`config.mk`:
```
export PLATFORM = sky130hd
export DESIGN_NAME = rmsc_top
export DESIGN_NICKNAME = d
export VERILOG_FILES = /design/src/pkg/rmsc_pkg.sv /design/src/pkg/rmsc_sync_if.sv /design/src/rtl/rmsc_sync.sv /design/src/rtl/rmsc_top.sv
export SDC_FILE = /design/constraint.sdc
export NUM_CORES = 1
export LEC_CHECK = 0
export BUFFER_PORTS_ARGS = -buffer_cell sky130_fd_sc_hd__buf_4
export CAP_MARGIN = 40
export CORE_AREA = 2 2 91 93
export DETAILED_ROUTE_END_ITERATION = 12
export DIE_AREA = 0 0 93 95
export GPL_ROUTABILITY_DRIVEN = 1
export GPL_TIMING_DRIVEN = 1
export PLACE_DENSITY = 0.67
export SYNTH_ARGS = -nofsm -noshare
export SYNTH_HDL_FRONTEND = slang
export SYNTH_SLANG_ARGS = --single-unit
```
`constraint.sdc`:
```
create_clock -name pclk -period 3.25 [get_ports pclk]
set_input_delay 0.1625 -clock pclk [delete_from_list [all_inputs] [get_ports pclk]]
set_output_delay 0.1625 -clock pclk [all_outputs]
set_load 0.02 [all_outputs]
```
`src/pkg/rmsc_pkg.sv`:
```
// Package for the reset manager and sleep control block
package rmsc_pkg;
	localparam logic [11:0] ADDR_CTRL  = 12'h000;
	localparam logic [11:0] ADDR_CAUSE = 12'h004;
	localparam logic [11:0] ADDR_WDOG  = 12'h008;

	localparam int CTRL_SLEEP_UNLOCK_BIT = 7;
	localparam int CTRL_PCFG_EN_BIT      = 6;
	localparam int CTRL_BADADDR_EN_BIT   = 5;
	localparam int CTRL_WDOG_EN_BIT      = 4;

	localparam int CAUSE_SLEEP_REQ_BIT = 7;
	localparam int CAUSE_BADADDR_BIT   = 5;
	localparam int CAUSE_WDOG_BIT      = 4;
	localparam int CAUSE_PORT_BIT      = 3;
	localparam int CAUSE_PIN_BIT       = 2;
	localparam int CAUSE_PIN_SLEEP_BIT = 1;

	localparam logic [7:0] CTRL_RESET  = 8'h00;
	localparam logic [7:0] CAUSE_RESET = 8'h00;
	localparam logic [3:0] WDOG_RESET  = 4'h0;
	localparam logic [3:0] KEY_FIRST   = 4'hA;
	localparam logic [3:0] KEY_SECOND  = 4'h3;
	localparam logic [3:0] WDOG_LIMIT  = 4'h8;

	// Watchdog tick period at 50 MHz; 2 s maximum timeout across 8 steps
	localparam int CLK_HZ         = 50000000;
	localparam int WDOG_TIMEOUT_MS = 2000;
	localparam int WDOG_TICK_CYC  = (CLK_HZ / 1000) * (WDOG_TIMEOUT_MS / 8);

	typedef enum logic [1:0] {
		KEY_IDLE = 2'b00,
		KEY_ARMED = 2'b01
	} rmsc_key_t;
endpackage

```
`src/pkg/rmsc_sync_if.sv`:
```
// Interface carrying raw and synchronised reset request inputs
`timescale 1ns/10ps
interface rmsc_sync_if;
	logic pin_raw;
	logic port_raw;
	logic pin_sync;
	logic port_sync;
	modport src (output pin_raw, output port_raw, input pin_sync, input port_sync);
	modport sync (input pin_raw, input port_raw, output pin_sync, output port_sync);
endinterface

```
`src/rtl/rmsc_sync.sv`:
```
// Two flip-flop synchroniser for the external reset requests
`timescale 1ns/10ps
module rmsc_sync (
	input  wire logic pclk,
	input  wire logic presetn,
	rmsc_sync_if.sync s
);
	logic [1:0] meta_r;
	logic [1:0] sync_r;

	// sync requests
	always_ff @(posedge pclk or negedge presetn) begin
		if (!presetn) begin
			meta_r <= 2'h0;
			sync_r <= 2'h0;
		end else begin
			meta_r <= {s.port_raw, s.pin_raw};
			sync_r <= meta_r;
		end
	end

	assign s.pin_sync  = sync_r[0];
	assign s.port_sync = sync_r[1];
endmodule

```
`src/rtl/rmsc_top.sv`:
```
// Reset manager with cause flags, sleep lock and watchdog
// What this block does
// Control bit 7 unlocks sleep; cold reset clears it; locked means no sleep.
// Control bit 6 lets port-config reset follow system reset, non-cold sources.
// Control bit 5 enabled, bad address access gives system reset.
// Control bit 4 enables watchdog reset; software cannot clear it.
// Cause bit 7 write enters sleep if unlocked; reads 0; system reset clears.
// Cause flags: 5 bad address, 4 watchdog, 3 port, 2 pin, 1 pin-in-sleep.
// Flags accumulate; cleared by power-on reset or any write to cause register.
// After power-on all cause flags read zero.
// Pin wake from sleep sets both pin flag and pin-in-sleep flag.
// Watchdog register low nibble is key on write, counter on read.
// Cold reset comes from power-on, and from the reset pin in the later variant; no other sources.
// System reset follows cold reset or any enabled source, not sleep.
// Port-config reset for soft sources only when enabled; always for power-on.
// Sleep reset holds throughout sleep and during power-on.
// Reset pin request is active high.
// Power-on reset releases only once regulator is ready.
// Watchdog timeout with enable set gives system reset and flag.
// Sleep request drives only the sleep reset.
// Later variant pin asserts all four resets; earlier only system, and pconf when control bit 6 is set.
// Watchdog cleared by key 0x0A then 0x03; other write cancels.
// Watchdog counts 0 to 7; reaching 8 resets the system when control bit 4 is set.
// Bad address fault comes from the address decoder miss signal.
// Pin and port requests synchronised before setting flags.
//
// Design decisions made here: the address map and the APB interface to the registers.
`timescale 1ns/10ps
module rmsc_top #(
	parameter bit LATER_VARIANT = 1'b1,
	parameter int TICK_CYC      = rmsc_pkg::WDOG_TICK_CYC
) (
	input  wire logic        pclk,
	input  wire logic        presetn,
	input  wire logic        psel,
	input  wire logic        penable,
	input  wire logic        pwrite,
	input  wire logic [11:0] paddr,
	input  wire logic [31:0] pwdata,
	output logic      [31:0] prdata,
	output logic             pready,
	output logic             pslverr,
	input  wire logic        regulator_ready,
	input  wire logic        reset_pin,
	input  wire logic        port_combo_req,
	input  wire logic        bad_address_fault,
	output logic             reset_cold,
	output logic             reset_system,
	output logic             reset_port_cfg,
	output logic             reset_sleep,
	output logic             sleep_mode
);
	import rmsc_pkg::*;

	logic       por_r;
	logic       sleep_r;
	logic [7:0] ctrl_r;
	logic [7:0] cause_r;
	logic [7:0] cause_nxt;
	logic [3:0] wd_count_r;
	logic [3:0] wd_count_nxt;
	rmsc_key_t  key_r;
	rmsc_key_t  key_nxt;
	logic [31:0] tick_cnt_r;
	logic       wd_fire_r;
	logic       cold_r;
	logic       sys_r;
	logic       pcfg_r;
	logic       slp_r;
	logic [31:0] prdata_r;
	logic       pready_r;
	logic       pslverr_r;

	rmsc_sync_if sif ();
	assign sif.pin_raw  = reset_pin;
	assign sif.port_raw = port_combo_req;

	rmsc_sync u_sync (
		.pclk    (pclk),
		.presetn (presetn),
		.s       (sif)
	);

	function automatic logic is_reg(input logic [11:0] a, input logic [11:0] r);
		return a == r;
	endfunction

	// Decode
	wire acc       = psel && penable;
	wire wr_acc    = acc && pwrite;
	wire hit_ctrl  = is_reg(paddr, ADDR_CTRL);
	wire hit_cause = is_reg(paddr, ADDR_CAUSE);
	wire hit_wdog  = is_reg(paddr, ADDR_WDOG);
	wire hit_any   = hit_ctrl || hit_cause || hit_wdog;
	wire wr_ctrl   = wr_acc && hit_ctrl;
	wire wr_cause  = wr_acc && hit_cause;
	wire wr_wdog   = wr_acc && hit_wdog;
	wire [3:0] key_in = pwdata[3:0];

	// active-high pin
	wire pin_req  = sif.pin_sync;
	wire port_req = sif.port_sync;
	// enabled bad address source
	// decoder miss input
	wire bad_req  = ctrl_r[CTRL_BADADDR_EN_BIT] && bad_address_fault;
	// enabled watchdog source
	wire wd_req   = ctrl_r[CTRL_WDOG_EN_BIT] && wd_fire_r;
	// variant choice for the pin
	wire pin_cold = LATER_VARIANT && pin_req;
	// cold from power-on or later-variant pin only
	wire cold_src = por_r || pin_cold;
	wire soft_src = pin_req || port_req || wd_req || bad_req;
	// system from cold or any enabled source
	wire sys_src  = cold_src || soft_src;
	// port-config gated for soft sources
	// enable bit steers it
	wire pcfg_src = cold_src || (soft_src && ctrl_r[CTRL_PCFG_EN_BIT]);
	// sleep reset during sleep and power-on
	// sleep drives only this one
	wire slp_src  = cold_src || sleep_r;
	// lock gates sleep request
	// enter sleep on unlocked write
	wire sleep_go = wr_cause && pwdata[CAUSE_SLEEP_REQ_BIT] && ctrl_r[CTRL_SLEEP_UNLOCK_BIT];

	// power-on held until regulator ready
	always_ff @(posedge pclk or negedge presetn) begin
		if (!presetn)
			por_r <= 1'b1;
		else if (regulator_ready)
			por_r <= 1'b0;
	end

	// Control register; wakes by port combo keep it
	// watchdog enable sticks
	always_ff @(posedge pclk or negedge presetn) begin
		if (!presetn)
			ctrl_r <= CTRL_RESET;
		else if (cold_src)
			ctrl_r <= CTRL_RESET;
		else if (wr_ctrl)
			ctrl_r <= {pwdata[7:5], pwdata[4] | ctrl_r[CTRL_WDOG_EN_BIT], 4'h0};
	end

	// Sleep stays until a system-level reset wakes the device
	always_ff @(posedge pclk or negedge presetn) begin
		if (!presetn)
			sleep_r <= 1'b0;
		else if (sys_src)
			sleep_r <= 1'b0;
		else if (sleep_go)
			sleep_r <= 1'b1;
	end

	// flag per source
	// accumulate, write clears, set wins
	// pin wake sets both flags
	always_comb begin
		cause_nxt = wr_cause ? 8'h00 : cause_r;
		if (bad_req)
			cause_nxt[CAUSE_BADADDR_BIT] = 1'b1;
		if (wd_req)
			cause_nxt[CAUSE_WDOG_BIT] = 1'b1;
		if (port_req)
			cause_nxt[CAUSE_PORT_BIT] = 1'b1;
		if (pin_req)
			cause_nxt[CAUSE_PIN_BIT] = 1'b1;
		if (pin_req && sleep_r)
			cause_nxt[CAUSE_PIN_SLEEP_BIT] = 1'b1;
		cause_nxt[7] = 1'b0;
		cause_nxt[6] = 1'b0;
		cause_nxt[0] = 1'b0;
	end

	// power-on leaves all flags zero
	always_ff @(posedge pclk or negedge presetn) begin
		if (!presetn)
			cause_r <= CAUSE_RESET;
		else if (por_r)
			cause_r <= CAUSE_RESET;
		else
			cause_r <= cause_nxt;
	end

	// Tick divider; watchdog clock is stopped during sleep
	wire tick = (tick_cnt_r == 32'(TICK_CYC - 1));
	always_ff @(posedge pclk or negedge presetn) begin
		if (!presetn)
			tick_cnt_r <= 32'h0;
		else if (tick || sleep_r)
			tick_cnt_r <= 32'h0;
		else
			tick_cnt_r <= tick_cnt_r + 32'h1;
	end

	// two-step key sequence
	wire key_clear = wr_wdog && (key_r == KEY_ARMED) && (key_in == KEY_SECOND);
	always_comb begin
		key_nxt = key_r;
		case (key_r)
			KEY_IDLE:  key_nxt = (wr_wdog && key_in == KEY_FIRST) ? KEY_ARMED : KEY_IDLE;
			KEY_ARMED: if (wr_wdog) key_nxt = (key_in == KEY_FIRST) ? KEY_ARMED : KEY_IDLE;
			default:   key_nxt = KEY_IDLE;
		endcase
	end

	// count 0..7, reaching 8 fires
	always_comb begin
		wd_count_nxt = wd_count_r;
		if (key_clear || wd_fire_r)
			wd_count_nxt = WDOG_RESET;
		else if (tick && !sleep_r)
			wd_count_nxt = wd_count_r + 4'h1;
	end

	// counter cleared on cold reset
	always_ff @(posedge pclk or negedge presetn) begin
		if (!presetn) begin
			wd_count_r <= WDOG_RESET;
			key_r      <= KEY_IDLE;
		end else if (cold_src) begin
			wd_count_r <= WDOG_RESET;
			key_r      <= KEY_IDLE;
		end else begin
			wd_count_r <= wd_count_nxt;
			key_r      <= key_nxt;
		end
	end

	// timeout pulse when the count reaches 8
	always_ff @(posedge pclk or negedge presetn) begin
		if (!presetn)
			wd_fire_r <= 1'b0;
		else
			wd_fire_r <= (wd_count_nxt == WDOG_LIMIT);
	end

	// Registered reset outputs
	always_ff @(posedge pclk or negedge presetn) begin
		if (!presetn) begin
			cold_r <= 1'b1;
			sys_r  <= 1'b1;
			pcfg_r <= 1'b1;
			slp_r  <= 1'b1;
		end else begin
			cold_r <= cold_src;
			sys_r  <= sys_src;
			pcfg_r <= pcfg_src;
			slp_r  <= slp_src;
		end
	end

	// read returns the counter
	// sleep bit reads zero
	wire [31:0] rd_mux = hit_ctrl  ? {24'h0, ctrl_r} :
	                     hit_cause ? {24'h0, cause_r} :
	                     hit_wdog  ? {28'h0, wd_count_r} : 32'h0;

	// No wait state: answer comes in the access cycle after setup
	always_ff @(posedge pclk or negedge presetn) begin
		if (!presetn) begin
			prdata_r  <= 32'h0;
			pready_r  <= 1'b0;
			pslverr_r <= 1'b0;
		end else begin
			pready_r  <= psel && !penable;
			pslverr_r <= psel && !penable && !hit_any;
			prdata_r  <= (psel && !penable && !pwrite) ? rd_mux : 32'h0;
		end
	end

	assign prdata         = prdata_r;
	assign pready         = pready_r;
	assign pslverr        = pslverr_r;
	assign reset_cold     = cold_r;
	assign reset_system   = sys_r;
	assign reset_port_cfg = pcfg_r;
	assign reset_sleep    = slp_r;
	assign sleep_mode     = sleep_r;

	// locked sleep request never sleeps
	a_sleep_lock: assert property (@(posedge pclk) disable iff (!presetn)
		(wr_cause && pwdata[7] && !ctrl_r[7] && !sleep_r) |=> !sleep_r)
		else $error("sleep entered while locked");
	// enable bit never falls without cold reset
	a_wdog_sticky: assert property (@(posedge pclk) disable iff (!presetn)
		($past(ctrl_r[4]) && !$past(cold_src)) |-> ctrl_r[4])
		else $error("watchdog enable cleared");
	// write clears flags
	a_cause_clear: assert property (@(posedge pclk) disable iff (!presetn)
		(wr_cause && !soft_src) |=> cause_r == 8'h00)
		else $error("cause not cleared");
	// pin in sleep sets both
	a_pin_sleep: assert property (@(posedge pclk) disable iff (!presetn)
		(pin_req && sleep_r && !por_r) |=> cause_r[2] && cause_r[1])
		else $error("pin wake flags missing");
	// system reset follows sources
	a_sys_follow: assert property (@(posedge pclk) disable iff (!presetn)
		soft_src |=> reset_system)
		else $error("system reset missing");
	// sleep alone not system reset
	a_sleep_only: assert property (@(posedge pclk) disable iff (!presetn)
		(sleep_r && !sys_src) |=> !reset_system && reset_sleep)
		else $error("sleep drove wrong reset");
	// pconf gated by enable
	a_pcfg_gate: assert property (@(posedge pclk) disable iff (!presetn)
		(!cold_src && !ctrl_r[6]) |=> !reset_port_cfg)
		else $error("port config reset without enable");
	// counter stays below 9
	a_wd_range: assert property (@(posedge pclk) disable iff (!presetn)
		wd_count_r <= 4'h8)
		else $error("watchdog count out of range");
	// correct key pair clears the count
	a_key_clear: assert property (@(posedge pclk) disable iff (!presetn)
		(key_clear && !cold_src) |=> wd_count_r == 4'h0)
		else $error("key pair did not clear");
	// cold only from power-on or pin
	a_cold_src: assert property (@(posedge pclk) disable iff (!presetn)
		(!por_r && !pin_req) |=> !reset_cold)
		else $error("cold reset from wrong source");
	// power-on raises all four
	a_por_resets: assert property (@(posedge pclk) disable iff (!presetn)
		por_r |=> reset_cold && reset_system && reset_port_cfg && reset_sleep)
		else $error("power-on did not assert every reset");
	// enabled timeout resets and flags
	a_wd_timeout: assert property (@(posedge pclk) disable iff (!presetn)
		(wd_fire_r && ctrl_r[CTRL_WDOG_EN_BIT]) |=> reset_system && cause_r[CAUSE_WDOG_BIT])
		else $error("watchdog timeout without reset or flag");
	// pin request latches its flag
	a_pin_flag: assert property (@(posedge pclk) disable iff (!presetn)
		(pin_req && !por_r) |=> cause_r[CAUSE_PIN_BIT])
		else $error("pin flag not latched");
	// enabled port config follows soft sources
	a_pcfg_follow: assert property (@(posedge pclk) disable iff (!presetn)
		(soft_src && ctrl_r[CTRL_PCFG_EN_BIT]) |=> reset_port_cfg)
		else $error("port config reset missing");
	// later variant pin gives cold reset
	a_cold_pin: assert property (@(posedge pclk) disable iff (!presetn)
		(pin_req && LATER_VARIANT) |=> reset_cold)
		else $error("pin did not give cold reset");
	// system-level reset ends sleep
	a_sleep_wake: assert property (@(posedge pclk) disable iff (!presetn)
		sys_src |=> !sleep_mode)
		else $error("sleep survived system reset");

	c_sleep: cover property (@(posedge pclk) disable iff (!presetn) sleep_go);
	c_wd_fire: cover property (@(posedge pclk) disable iff (!presetn) wd_req);
	c_key: cover property (@(posedge pclk) disable iff (!presetn) key_clear);
	c_pin_wake: cover property (@(posedge pclk) disable iff (!presetn) pin_req && sleep_r);
	c_pcfg: cover property (@(posedge pclk) disable iff (!presetn) soft_src && ctrl_r[6]);
endmodule

```
==> qor.csv <==
metric,value,unit
status,"finished, final reports clean",
yosysWarningCount,0,
antenna_found_initial,0,
dp_hpwl,4285,um
cp.arrival,2.73,ns
start_kind,flip-flop,
hold_path_class,input pin to flip-flop,
crit_path_cell_trace,or4b_1 -> or4_4 -> o21bai_2 -> buf_4 -> nor2_1,
path_delay_family,simple AND/OR/NAND/NOR gates,
cts_buffer_depth,2,
finalSetupTns,0,ns
finish.instance_area,0.003891,sq mm
area_growth,17.67,%
fmax,399.6,MHz
netlist-cell-type-count,45,
dieArea,0.008835,sq mm
htreeDepth,3,
syn_inst,325,
irDropWorstVdd,187.6,uV
clock_skew,0.01030,ns
vias,2395,
post_cts_buffers,0,
route.detailed.drc,0,
grt_pass1_vias,2327,
overflow,0,
drv_slew,0,
maxCapViolations,0,
worstMarginPinSlew,0.8142,ns
drive_gt1_share,19.47,%
synth_ff_type,dfrtp_1,
totalWireLength,6199,um
synth_area_per_cell,10.18,sq um
yosysTopAreaCell,dfrtp_1,
cts.sinks,67,
hold_viol_final,0,
slew_headroom,45.72,%
fin_nets,430,
drtPass1Iterations,4,
cts_made_buffers,9,
yosys-top-cells-count,"62 x dfrtp_1, 51 x nor2_1, 24 x buf_4",
cts_tree,built,
ys_ff_latch,67,
rsz0062_at_grt,no,
n_fill_cell,732,
required,3.48,ns
synth_edf_count,0,
gp_congestion,0.7889,
core,0.007928,sq mm
netlist_top_cells_area,"dfrtp_1 47%, nor2_1 5.8%, buf_4 5.4%, xnor2_1 4.2%, dfstp_2 4.0%",
drtIter0Drc,98,
port_buffers,43,
final-seq-area,0.001683,sq mm
slowest_stage,or4_4,
die_h,95,um
fin_crit,2.502,ns
power.density,427.9,mW/mm^2
ios,92,
synth.most_common_cell,dfrtp_1,
synth_top_area_share,46.92,%
path_buf_inv,1,
drt-vias-per-instance,4.938,
seq_area_frac_synth,50.89,%
fin_crit_sh,76.99,%
cts_resized,0,
path_max_fanout,16,
max_stage_delay,0.62,ns
start_util,41.71,%
postRouteAntennaNets,0,
synth.cell_area,0.003307,sq mm
detail_route.wl_per_cell,12.78,um
setup_viol,0,
synthArstFlopShare,100.0,%
row_count,33,
grt_pass1_wl,10540,um
p_leak,1.757,nW
hold_buffers,4,
track_usage,15.32,%
diodes,0,
clk_pin_slew,0.08,ns
crit_type,flip-flop to flip-flop,
die_w,93,um
crit_path_end_kind,flip-flop,
clock_latency,0.35,ns
multi_input_area,0.001466,sq mm
grt_max_degree,68,
cts-root-buf,clkbuf_8,
placed_area,0.003645,sq mm
==> registers in the layout (all words and copies together) (netlist names), 2 cells and up <==
register / flops
prdata: 8
u_sync.sync_r: 2
cause_r: 5
u_sync.meta_r: 2
ctrl_r: 4
tick_cnt_r: 32
wd_count_r: 4
==> cell usage in the layout (no fill, tap or decap), types with 2 or more instances in the layout <==
| cell type | n |
|---|---|
| a22oi_1 | 3 |
| inv_6 | 2 |
| clkbuf_8 | 9 |
| and4_1 | 5 |
| and3_1 | 7 |
| mux2i_1 | 7 |
| inv_1 | 7 |
| nor3b_1 | 4 |
| dfrtp_1 | 62 |
| a22o_1 | 2 |
| nand4_1 | 13 |
| dfstp_2 | 5 |
| nor4_4 | 2 |
| ha_1 | 2 |
| nor3_1 | 9 |
| or4b_1 | 2 |
| nor4_1 | 7 |
| nor2b_1 | 3 |
| a21o_1 | 2 |
| and2_1 | 5 |
| o21ai_0 | 2 |
| o2bb2ai_1 | 2 |
| nand2_1 | 18 |
| clkinvlp_4 | 2 |
| conb_1 | 24 |
| buf_4 | 45 |
| nor2_1 | 51 |
| nand3_1 | 11 |
| xor2_1 | 15 |
| dlygate4sd3_1 | 4 |
| xnor2_1 | 16 |
| a21oi_1 | 5 |
| or3_1 | 8 |
| nand2b_1 | 3 |
==> path summary, 6_finish.rpt <==
check	start	end	slack (ns)	cells past startpoint
worst min-delay path	paddr[3]	prdata[5]	0.03	2
worst max register to register	tick_cnt_r[26]	tick_cnt_r[8]	0.75	5
worst min register to register	u_sync.meta_r[1]	u_sync.sync_r[1]	0.35	0
min in group asynchronous	presetn	pready	0.45	2
worst max-delay path	tick_cnt_r[26]	tick_cnt_r[8]	0.75	5
max in group asynchronous	presetn	tick_cnt_r[14]	2.26	2
==> report_power, final <==
part	internal [mW]	switching, mW
Combinational	0.0364	0.0624
Sequential	0.842	0.00260
Clock	0.366	0.356
==> area by class of cell <==
class / instances / share of cell area, %
Multi-Input combinational cell: 241 / 37.68
Clock inverter: 7 / 2.122
Clock buffer: 9 / 3.183
Sequential cell: 67 / 43.25
Timing Repair Buffer: 49 / 9.711
Inverter: 7 / 0.6752
Tap cell: 105 / 3.376
==> layer usage <==
layer | wire length (um) | track usage [%] | up-vias
met5 | 0 | 0 | -
met4 | 76 | 6.495 | 0
met3 | 363 | 3.990 | 9
met2 | 2960 | 25.30 | 62
met1 | 2798 | 19.15 | 1155
li1 | - | - | 1169
==> worst reg2reg max path, cell delays in order, from the launching register on <==
cell and delay, ns:
dfrtp_1 0.44, or4b_1 0.53, or4_4 0.62, o21bai_2 0.41, buf_4 0.31, nor2_1 0.08
==> cells by family after synthesis <==
kind of cell | after synthesis | share of synthesized area, %
compound gates | 20 | 4.276
xor+xnor | 31 | 8.210
buf+inv | 40 | 7.378
fa+ha+maj | 2 | 0.7566
simple gates | 156 | 25.92
flops | 67 | 50.89
other cells | 1 | 0.1134
mux | 8 | 2.459
==> per-stage QoR <==
step | setup slack [ns] | hold WS, ns | util, % | power, mW | cells
detailed placement | 0.7628 | 0.2733 | 45.98 | 0.9575 | 465
CTS | 0.7435 | 0.01516 | 49.08 | 1.684 | 485
global placement | 0.7677 | 0.2731 | 45.98 | 0.9572 | 465
global route | 0.6019 | 0.02430 | 49.08 | 1.734 | 485
finish | 0.7477 | 0.03466 | 49.08 | 1.665 | 485
floorplan | 1.061 | -0.1331 | - | 0.9288 | 348
Power figures use the tool's default switching activity.
